**src/shared/cmp_skip_branch_pkg.sv**
```systemverilog
// Purpose: shared types and constants for the compare/skip/branch unit
// Assumes: 16-bit instruction words, 8-bit data, 16-bit word program counter
// Notes: flag positions follow the usual status register layout
package cmp_skip_branch_pkg;
    localparam int DATA_W = 8;
    localparam int PC_W = 16;
    localparam int OFS_W = 7;
    localparam int FLAG_C = 0;
    localparam int FLAG_Z = 1;
    localparam int FLAG_N = 2;
    localparam int FLAG_V = 3;
    localparam int FLAG_S = 4;
    localparam int FLAG_H = 5;
    localparam logic [7:0] STATUS_REGISTER_RESET = 8'h00;
    localparam logic [PC_W-1:0] PC_RESET = 16'h0000;
    localparam logic [PC_W-1:0] PC_STEP1 = 16'h0001;
    localparam logic [PC_W-1:0] PC_STEP2 = 16'h0002;
    localparam logic [PC_W-1:0] PC_STEP3 = 16'h0003;
    localparam logic [1:0] CYC_1 = 2'h1;
    localparam logic [1:0] CYC_2 = 2'h2;
    localparam logic [1:0] CYC_3 = 2'h3;

    typedef enum logic [4:0] {
        OP_NONE = 5'h00,
        OP_CMP_BORROW = 5'h01,
        OP_CMP_IMM = 5'h02,
        OP_SKIP_REG_LOW = 5'h03,
        OP_SKIP_REG_HIGH = 5'h04,
        OP_SKIP_IO_LOW = 5'h05,
        OP_SKIP_IO_HIGH = 5'h06,
        OP_BR_SBIT_HIGH = 5'h07,
        OP_BR_SBIT_LOW = 5'h08,
        OP_BR_EQ = 5'h09,
        OP_BR_NE = 5'h0A,
        OP_BR_CARRY_HIGH = 5'h0B,
        OP_BR_CARRY_LOW = 5'h0C,
        OP_BR_NEG = 5'h0D,
        OP_BR_POS = 5'h0E,
        OP_BR_SGE = 5'h0F,
        OP_BR_SLT = 5'h10,
        OP_BR_HALF_HIGH = 5'h11,
        OP_BR_HALF_LOW = 5'h12
    } op_t;

    // one decoded instruction as handed over by fetch/decode
    typedef struct packed {
        op_t op;
        logic [DATA_W-1:0] dst;
        logic [DATA_W-1:0] src;
        logic [2:0] bit_sel;
        logic [OFS_W-1:0] offset;
        logic next_two_word;
    } instr_t;

    typedef enum logic [2:0] {
        ST_IDLE = 3'b001,
        ST_WAIT = 3'b010,
        ST_DONE = 3'b100
    } state_t;
endpackage

```
**src/hw/compare_skip_branch_unit.sv**
```systemverilog
// Purpose: executes compare, skip and conditional branch instructions
// Assumes: operands (register/io values) are presented with the issue strobe
// Notes: one instruction in flight; busy holds issue off while extra cycles run
`timescale 1ns/1ns
`default_nettype none
module compare_skip_branch_unit
    import cmp_skip_branch_pkg::*;
(
    input wire logic clk,
    input wire logic reset,
    input wire logic issue,
    input wire instr_t instr,
    output logic busy_ff,
    output logic done_ff,
    output logic [PC_W-1:0] pc_ff,
    output logic [7:0] status_register_ff,
    output logic [1:0] cycles_ff
);
    state_t state_ff, nxt_state;
    logic nxt_busy, nxt_done;
    logic [PC_W-1:0] nxt_pc;
    logic [7:0] nxt_status;
    logic [1:0] nxt_cycles;
    logic [1:0] wait_ff, nxt_wait;

    logic [DATA_W-1:0] subtrahend, diff;
    logic borrow_in, carry_out, half_out, ovf_out, neg_out, zero_out;
    logic is_cmp, is_skip, is_branch, cond;
    logic [PC_W-1:0] branch_target, skip_step;

    // shared subtractor for both compares; result is never stored
    always_comb begin
        subtrahend = instr.src;
        borrow_in = 1'b0;
        if (instr.op == OP_CMP_BORROW) begin
            borrow_in = status_register_ff[FLAG_C];
        end
        {carry_out, diff} = {1'b0, instr.dst} - {1'b0, subtrahend} - {8'h00, borrow_in};
        half_out = (~instr.dst[3] & subtrahend[3]) | (subtrahend[3] & diff[3])
            | (diff[3] & ~instr.dst[3]);
        ovf_out = (instr.dst[7] & ~subtrahend[7] & ~diff[7])
            | (~instr.dst[7] & subtrahend[7] & diff[7]);
        neg_out = diff[7];
        zero_out = (diff == 8'h00);
        if (instr.op == OP_CMP_BORROW) begin
            // zero only stays set if it was already set
            zero_out = zero_out & status_register_ff[FLAG_Z];
        end
    end

    always_comb begin
        is_cmp = (instr.op == OP_CMP_BORROW) || (instr.op == OP_CMP_IMM);
        is_skip = 1'b0;
        is_branch = 1'b0;
        cond = 1'b0;
        case (instr.op)
            OP_SKIP_REG_LOW: begin
                is_skip = 1'b1;
                cond = ~instr.src[instr.bit_sel];
            end
            OP_SKIP_REG_HIGH: begin
                is_skip = 1'b1;
                cond = instr.src[instr.bit_sel];
            end
            OP_SKIP_IO_LOW: begin
                is_skip = 1'b1;
                cond = ~instr.src[instr.bit_sel];
            end
            OP_SKIP_IO_HIGH: begin
                is_skip = 1'b1;
                cond = instr.src[instr.bit_sel];
            end
            OP_BR_SBIT_HIGH: begin
                is_branch = 1'b1;
                cond = status_register_ff[instr.bit_sel];
            end
            OP_BR_SBIT_LOW: begin
                is_branch = 1'b1;
                cond = ~status_register_ff[instr.bit_sel];
            end
            OP_BR_EQ: begin
                is_branch = 1'b1;
                cond = status_register_ff[FLAG_Z];
            end
            OP_BR_NE: begin
                is_branch = 1'b1;
                cond = ~status_register_ff[FLAG_Z];
            end
            OP_BR_CARRY_HIGH: begin
                is_branch = 1'b1;
                cond = status_register_ff[FLAG_C];
            end
            OP_BR_CARRY_LOW: begin
                is_branch = 1'b1;
                cond = ~status_register_ff[FLAG_C];
            end
            OP_BR_NEG: begin
                is_branch = 1'b1;
                cond = status_register_ff[FLAG_N];
            end
            OP_BR_POS: begin
                is_branch = 1'b1;
                cond = ~status_register_ff[FLAG_N];
            end
            OP_BR_SGE: begin
                is_branch = 1'b1;
                cond = ~(status_register_ff[FLAG_N] ^ status_register_ff[FLAG_V]);
            end
            OP_BR_SLT: begin
                is_branch = 1'b1;
                cond = status_register_ff[FLAG_N] ^ status_register_ff[FLAG_V];
            end
            OP_BR_HALF_HIGH: begin
                is_branch = 1'b1;
                cond = status_register_ff[FLAG_H];
            end
            OP_BR_HALF_LOW: begin
                is_branch = 1'b1;
                cond = ~status_register_ff[FLAG_H];
            end
            default: begin
                cond = 1'b0;
            end
        endcase
        // signed word displacement, relative to the following word
        branch_target = pc_ff + {{(PC_W-OFS_W){instr.offset[OFS_W-1]}}, instr.offset}
            + PC_STEP1;
        skip_step = instr.next_two_word ? PC_STEP3 : PC_STEP2;
    end

    always_comb begin
        nxt_state = state_ff;
        nxt_busy = busy_ff;
        nxt_done = 1'b0;
        nxt_pc = pc_ff;
        nxt_status = status_register_ff;
        nxt_cycles = cycles_ff;
        nxt_wait = wait_ff;
        case (state_ff)
            ST_IDLE: begin
                if (issue && instr.op != OP_NONE) begin
                    nxt_cycles = CYC_1;
                    nxt_pc = pc_ff + PC_STEP1;
                    if (is_cmp) begin
                        nxt_status[FLAG_C] = carry_out;
                        nxt_status[FLAG_Z] = zero_out;
                        nxt_status[FLAG_N] = neg_out;
                        nxt_status[FLAG_V] = ovf_out;
                        nxt_status[FLAG_H] = half_out;
                    end
                    if (is_skip && cond) begin
                        nxt_pc = pc_ff + skip_step;
                        nxt_cycles = instr.next_two_word ? CYC_3 : CYC_2;
                    end
                    if (is_branch && cond) begin
                        nxt_pc = branch_target;
                        nxt_cycles = CYC_2;
                    end
                    if (nxt_cycles == CYC_1) begin
                        nxt_done = 1'b1;
                    end else begin
                        nxt_state = ST_WAIT;
                        nxt_busy = 1'b1;
                        nxt_wait = nxt_cycles - CYC_1;
                    end
                end
            end
            ST_WAIT: begin
                nxt_wait = wait_ff - CYC_1;
                if (wait_ff == CYC_1) begin
                    nxt_state = ST_IDLE;
                    nxt_busy = 1'b0;
                    nxt_done = 1'b1;
                end
            end
            default: begin
                nxt_state = ST_IDLE;
                nxt_busy = 1'b0;
            end
        endcase
    end

    always_ff @(posedge clk or posedge reset) begin
        if (reset) begin
            state_ff <= ST_IDLE;
            busy_ff <= 1'b0;
            done_ff <= 1'b0;
            pc_ff <= PC_RESET;
            status_register_ff <= STATUS_REGISTER_RESET;
            cycles_ff <= 2'h0;
            wait_ff <= 2'h0;
        end else begin
            state_ff <= nxt_state;
            busy_ff <= nxt_busy;
            done_ff <= nxt_done;
            pc_ff <= nxt_pc;
            status_register_ff <= nxt_status;
            cycles_ff <= nxt_cycles;
            wait_ff <= nxt_wait;
        end
    end
endmodule
`default_nettype wire

```
**config.mk**
```make
export PLATFORM = sky130hd
export DESIGN_NAME = compare_skip_branch_unit
export DESIGN_NICKNAME = d
export VERILOG_FILES = /design/src/shared/cmp_skip_branch_pkg.sv /design/src/hw/compare_skip_branch_unit.sv
export SDC_FILE = /design/constraint.sdc
export NUM_CORES = 1
export LEC_CHECK = 0
export ABC_AREA = 1
export BUFFER_PORTS_ARGS = -buffer_cell sky130_fd_sc_hd__clkbuf_2
export CAP_MARGIN = 20
export CORE_UTILIZATION = 58
export CTS_CLUSTER_SIZE = 14
export DETAILED_ROUTE_END_ITERATION = 10
export PLACE_DENSITY = 0.84
export SLEW_MARGIN = 20
export SYNTH_ARGS = -nofsm -noshare
export SYNTH_HDL_FRONTEND = slang
export SYNTH_SLANG_ARGS = --single-unit
```
**constraint.sdc**
```tcl
create_clock -name clk -period 3.25 [get_ports clk]
set_clock_uncertainty 0.1 [all_clocks]
set_input_delay 0.325 -clock clk [delete_from_list [all_inputs] [get_ports clk]]
set_output_delay 0.325 -clock clk [all_outputs]
set_load 0.02 [all_outputs]
```
==> After elaboration in Yosys (flattened, before gate mapping) <==
Index checks and enable logic that the tools add are counted.
{ "totals": {"ff_bits": 30, "in_bits": 35, "output_inout_bits": 28, "elab_cells": 111} }
{ "op_classes": {"n_addsub": 8, "n_lt_le_gt_ge": 1, "n_eq_ne": 25, "n_mux": 32, "bitwise": 23, "reduce_logical": 15} }
{ "ops": {"columns": ["op", "n"], "rows": [
  ["$eq A5 B4 Y1 const B", 8],
  ["$add A16 B1 Y16 const B", 2],
  ["$mux W16", 2],
  ["$eq A5 B3 Y1 const B", 4],
  ["$add A16 B16 Y16", 1],
  ["$add A16 B2 Y16", 1],
  ["$eq A5 B5 Y1 const B", 3],
  ["$mux W1", 14],
  ["$pmux W1 S14", 1],
  ["$mux W2", 6],
  ["$reduce_or A12 Y1", 1],
  ["$not A1 Y1", 11],
  ["$eq A5 B2 Y1 const B", 2],
  ["$mux W3", 3],
  ["$reduce_and A3 Y1", 3],
  ["$sub A8 B8 Y9", 1],
  ["$sub A9 B1 Y9", 1],
  ["$and A1 B1 Y1", 8],
  ["$logic_not A8 Y1", 1],
  ["$bmux W1 S3", 2],
  ["$ne A2 B2 Y1 const B", 3],
  ["$pmux W3 S2", 1],
  ["$eq A5 B1 Y1 const B", 1],
  ["$reduce_bool A5 Y1", 1],
  ["15 further kinds", 23]
]} }

==> Longest topological paths before layout <==
{ "depth": {"ltp_word": 13, "mapped_depth": 23, "ltp_nobuf": 22} }

==> Worst setup path after synthesis <==
No wires, ideal clock.
{ "synth_path": {"path_type": "input -> register", "startpoint": "in instr[8] in the netlist's numbering", "endpoint": "reg pc_ff[12]", "setup_ns": 0.117, "arrival_time_ns": 2.405, "required_time_ns": 3.033, "slack_ns": 0.628, "stages": 20, "path_buffers": 1, "path_cell_list": "buf_4 inv_2 nand2_1 nand3_1 nand3_1 nand3_1 nand2_1 nand2_1 ha_1 fa_1 nand3_1 nor2_1 nand4_1 nor2_1 nand3_1 xnor2_1 nand2_1 nand2_1 nand2_1 nand2_1"} }
{ "synth_between": {"elab_chain_cells": 7, "elab_cells_between_ends": 11, "classes_between": "7 x mux; 2 x bitwise; 2 x reduce/logical"} }
{ "synth_rtl": {"columns": ["element", "line", "text"], "rows": [
  ["start, declared", "compare_skip_branch_unit.sv:12", "input wire instr_t instr,"],
  ["$bmux W1 S3 (on tied branches)", null, null],
  ["$mux W1 (on tied branches)", null, null],
  ["$not A1 Y1 (on tied branches)", "compare_skip_branch_unit.sv:79, compare_skip_branch_unit.sv:59, compare_skip_branch_unit.sv:67", null],
  ["$pmux W1 S14 (*)", "compare_skip_branch_unit.sv:56", "case (instr.op)"],
  ["$logic_and A1 B1 Y1", "compare_skip_branch_unit.sv:151", "if (is_skip && cond) begin"],
  ["$mux W16", "compare_skip_branch_unit.sv:151", null],
  ["$mux W16 (*)", "compare_skip_branch_unit.sv:155", "if (is_branch && cond) begin"],
  ["end signal, assigned", "compare_skip_branch_unit.sv:196", "pc_ff <= nxt_pc;"],
  ["end, declared", "compare_skip_branch_unit.sv:15", "output logic [PC_W-1:0] pc_ff,"]
]} }
Every way passes the cells marked *; elsewhere a longest branch is shown, timed or not. The select of a mux whose other input is x is not followed.
A chain may end at the register's enable or synchronous reset.

==> Worst setup path in the final report <==
Ends and elaborated chain as after synthesis.

==> flow_summary_export.csv <==
group,metric,value,unit
outcome,status,"finished, violations left",
outcome,violations,"hold timing",
place,place_area,3860,sq um
sta,setup_tns,0,ps
cells_and_area,seq_area,702,sq um
sta,rsz0062_at_grt,"false",
pwr,sequentialPowerShare,24.0,%
floorplan,die_h,80.0,um
drt,drtIter0Drc,208,
drt,wirelength,8.68,mm
sta,slew_headroom,57.2,%
drt,dr.pass1.iters,5,
clock_network,clockBufferDepth,2,
synth,synthFlopType,"dfrtp_1",
sta,layout_min_cycle_time,2710,ps
synth,synthDistinctLibCells,36,
floorplan,rows,28,
clock_network,htree_levels,1,
worst_setup_path,endpoint_kind,"flip-flop",
global_route,antenna_found_initial,0,
sta,period_share,83.4,%
cells_and_area,stdcell_area,3940,sq um
synth,ys_async_sr_fraction,100,%
pwr,ir_worst_vdd,388,uV
global_route,grt_pass1_wl,14.3,mm
cells_and_area,area_growth,11.5,%
drt,viasPerCell,5.35,
worst_setup_path,worst-setup-path-type,"input pin to flip-flop",
cells_and_area,layout.nets,690,
place,place_ws,275,ps
worst_setup_path,rr_startpoint,"status_register_ff[1]",
synth,yosysSeqAreaShare,19.9,%
cells_and_area,drive_gt1_share,14.0,%
worst_setup_path,crit_end,"pc_ff[12]",
sta,max_freq,369,MHz
sta,hold_ws,-23.3,ps
worst_setup_path,critPathSlowestCell,"fa_1",
global_route,grt_max_degree,29,
clock_network,post_cts_resized,0,
clock_network,cts_tree,"built",
synth,syn-instance-count,557,
worst_setup_path,reg2reg_to,"wait_ff[0]",
global_route,grt_usage,27.9,%
synth,synth_edf_count,0,
pwr,p_leak,0.00233,uW
worst_hold_path,hold_path_class,"input pin to async pin",
cells_and_area,multi_input_area,2440,sq um
global_route,grt-ovfl-total,0,
sta,hold_viol,27,
drt,drc,0,
pwr,clkPwrFrac,9.4,%
job,maxCapViolCount,0,
floorplan,die_x,80.0,um
worst_setup_path,crit_fanout,9,
floorplan,core,5890,sq um
synth,ys_ff_latch,28,
cells_and_area,antenna_cells,0,
sta,fin_ws,541,ps
pwr,p_sw,1630,uW
worst_setup_path,cp.depth,21,
worst_setup_path,cp_slowest_stage_delay,220,ps
sta,worst_pin_slew,641,ps
floorplan,dieArea,6400,sq um
synth,syn_area,3530,sq um
drt,vias,3686,
worst_setup_path,r2r_setup_slack,610,ps
synth,avgSynthCellArea,6.34,sq um
worst_setup_path,crit_start,"instr[8]",
global_route,grt_pass1_vias,3428,
cells_and_area,nFillCells,533,
clock_network,cts_root_buf,"clkbuf_8",
pwr,total_power,3020,uW
drt,ant_nets,0,
worst_setup_path,required,3380,ps
floorplan,ios,63,
pwr,p_per_area,766,nW/um^2
pwr,combPwrFrac,66.6,%
worst_setup_path,critical_path_buf_inv_count,2,
drt,wl_per_cell,12.6,um
clock_network,clk_pin_slew,110,ps
clock_network,clock-sinks,28,
sta,maxSlewViolCount,0,
clock_network,clock_latency,280,ps
worst_setup_path,crit_top_cell,"nand2_1",
worst_setup_path,cp.arrival,2840,ps
pwr,swShare,53.9,%
place,gp_congestion,0.929,
worst_setup_path,path_cells,"clkbuf_2 > inv_2 > nand2_1 > nand3_1 > nand3_1 > nand2_1 > nand2_1 > nand2_1 > nand2_1 > ha_1 > fa_1 > nand3_1 > nor2_1 > nand4_1 > nor2_1 > nand3_1 > xnor2_1 > nand2_1 > nand2_1 > nand2_1 > nand2_1",
worst_setup_path,crit_family,"simple AND/OR/NAND/NOR gates",
synth,ys.warnings.count,0,
clock_network,cts_setup_buffers,0,
clock_network,numCtsBuffers,3,
place,dp_hpwl,7.03,mm
floorplan,start_util,60.0,%
worst_setup_path,crit_path_start_kind,"input pin",
clock_network,cts_hold_buf,0,
sta,setup_violations,0,
pwr,p_int,1390,uW
place,port_buffers,59,
worst_setup_path,ff2ff_path_depth,19,
[cell usage in the layout (no fill, tap or decap), drive strengths merged, types with 3 or more instances in the layout]
master and instances:
a21oi 27, fa 4, ha 36, inv 86
nand3 61, nand2 193, xor2 22, nand3b 5
nor2 33, o21ai 20, dfrtp 27, xnor2 9
nand4 8, nor3 5, clkbuf 62, conb 3
[synth_stat cells (2+ instances only)]
| master | number | area, sq um |
|---|---|---|
| nand2_2 | 6 | 37.5 |
| o21ai_1 | 3 | 15.0 |
| nor2_1 | 28 | 105 |
| xnor2_1 | 9 | 78.8 |
| inv_2 | 5 | 18.8 |
| inv_1 | 81 | 304 |
| o211ai_1 | 2 | 15.0 |
| dfrtp_1 | 27 | 676 |
| o21ai_0 | 16 | 80.1 |
| nor3_1 | 5 | 25.0 |
| xor2_1 | 22 | 193 |
| buf_4 | 5 | 37.5 |
| ha_1 | 36 | 450 |
| nand4_1 | 8 | 50.1 |
| clkbuf_1 | 2 | 7.51 |
| a31oi_1 | 2 | 12.5 |
| nor2_2 | 4 | 25.0 |
| fa_1 | 4 | 80.1 |
| a21oi_1 | 27 | 135 |
| nand3_1 | 61 | 305 |
| nand3b_1 | 5 | 37.5 |
| nand2_1 | 185 | 694 |
[through the flow]
stage / utilization, % / instances / hold WS [ps]
after floorplan: - / 559 / 290
after CTS: 66.9 / 689 / 229
final: 66.9 / 689 / -23.3
after detailed placement: 65.7 / 685 / 377
after global routing: 66.9 / 689 / 31.2
after global placement: 65.7 / 685 / 368
[worst min-delay path by stage]
stage / slack (ps) / depth (start not counted) / start / end
floorplan: 290 / 1 / reset / cycles_ff[0]
global placement: 370 / 2 / cycles_ff[0] / cycles_ff[0]
detailed placement: 380 / 2 / cycles_ff[0] / cycles_ff[0]
CTS: 230 / 2 / reset / done_ff
global route: 30 / 2 / reset / cycles_ff[0]
finish: -20 / 2 / reset / cycles_ff[0]
[final cells by class]
type	instances	area share, %
clock buffer	3	1.05
sequential	28	17.8
timing repair buffer	61	7.88
multi-input combinational	435	61.9
tap	75	2.38
inverter	86	8.20
clock inverter	1	0.763
[routing by layer]
metal / vias to the layer above / GRT usage (%) / wire length (um)
li1: 1891 / - / -
met1: 1676 / 32.5 / 3850
met2: 105 / 53.5 / 4370
met3: 14 / 3.09 / 344
met4: 0 / 7.14 / 121
met5: - / 0 / 0
[cell families (layout without fill, tap and decap cells)]
kind of cell | after synthesis | count (layout) | share of synthesized area [%]
simple gates | 307 | 307 | 37.8
other cells | 1 | 3 | 0.106
buf+inv | 96 | 151 | 11.3
xor+xnor | 31 | 31 | 7.69
flops | 28 | 28 | 19.9
fa+ha+maj | 40 | 40 | 15.0
compound gates | 54 | 54 | 8.15
[flip-flops by register name (all words and copies together), names as in the netlist]
register and flops:
done_ff 1, wait_ff 2, cycles_ff 2, status_register_ff 5, pc_ff 16, state_ff 2
[power groups by stage]
stage	combinational, uW	sequential [uW]	clock (uW)
3_3_place_gp	1950	720	0
5_1_grt	2270	746	301
6_report	2010	724	285
2_1_floorplan	1380	832	0
4_1_cts	2000	718	287
3_5_place_dp	1980	725	0
Note: power is estimated with default switching activity, not from simulation.
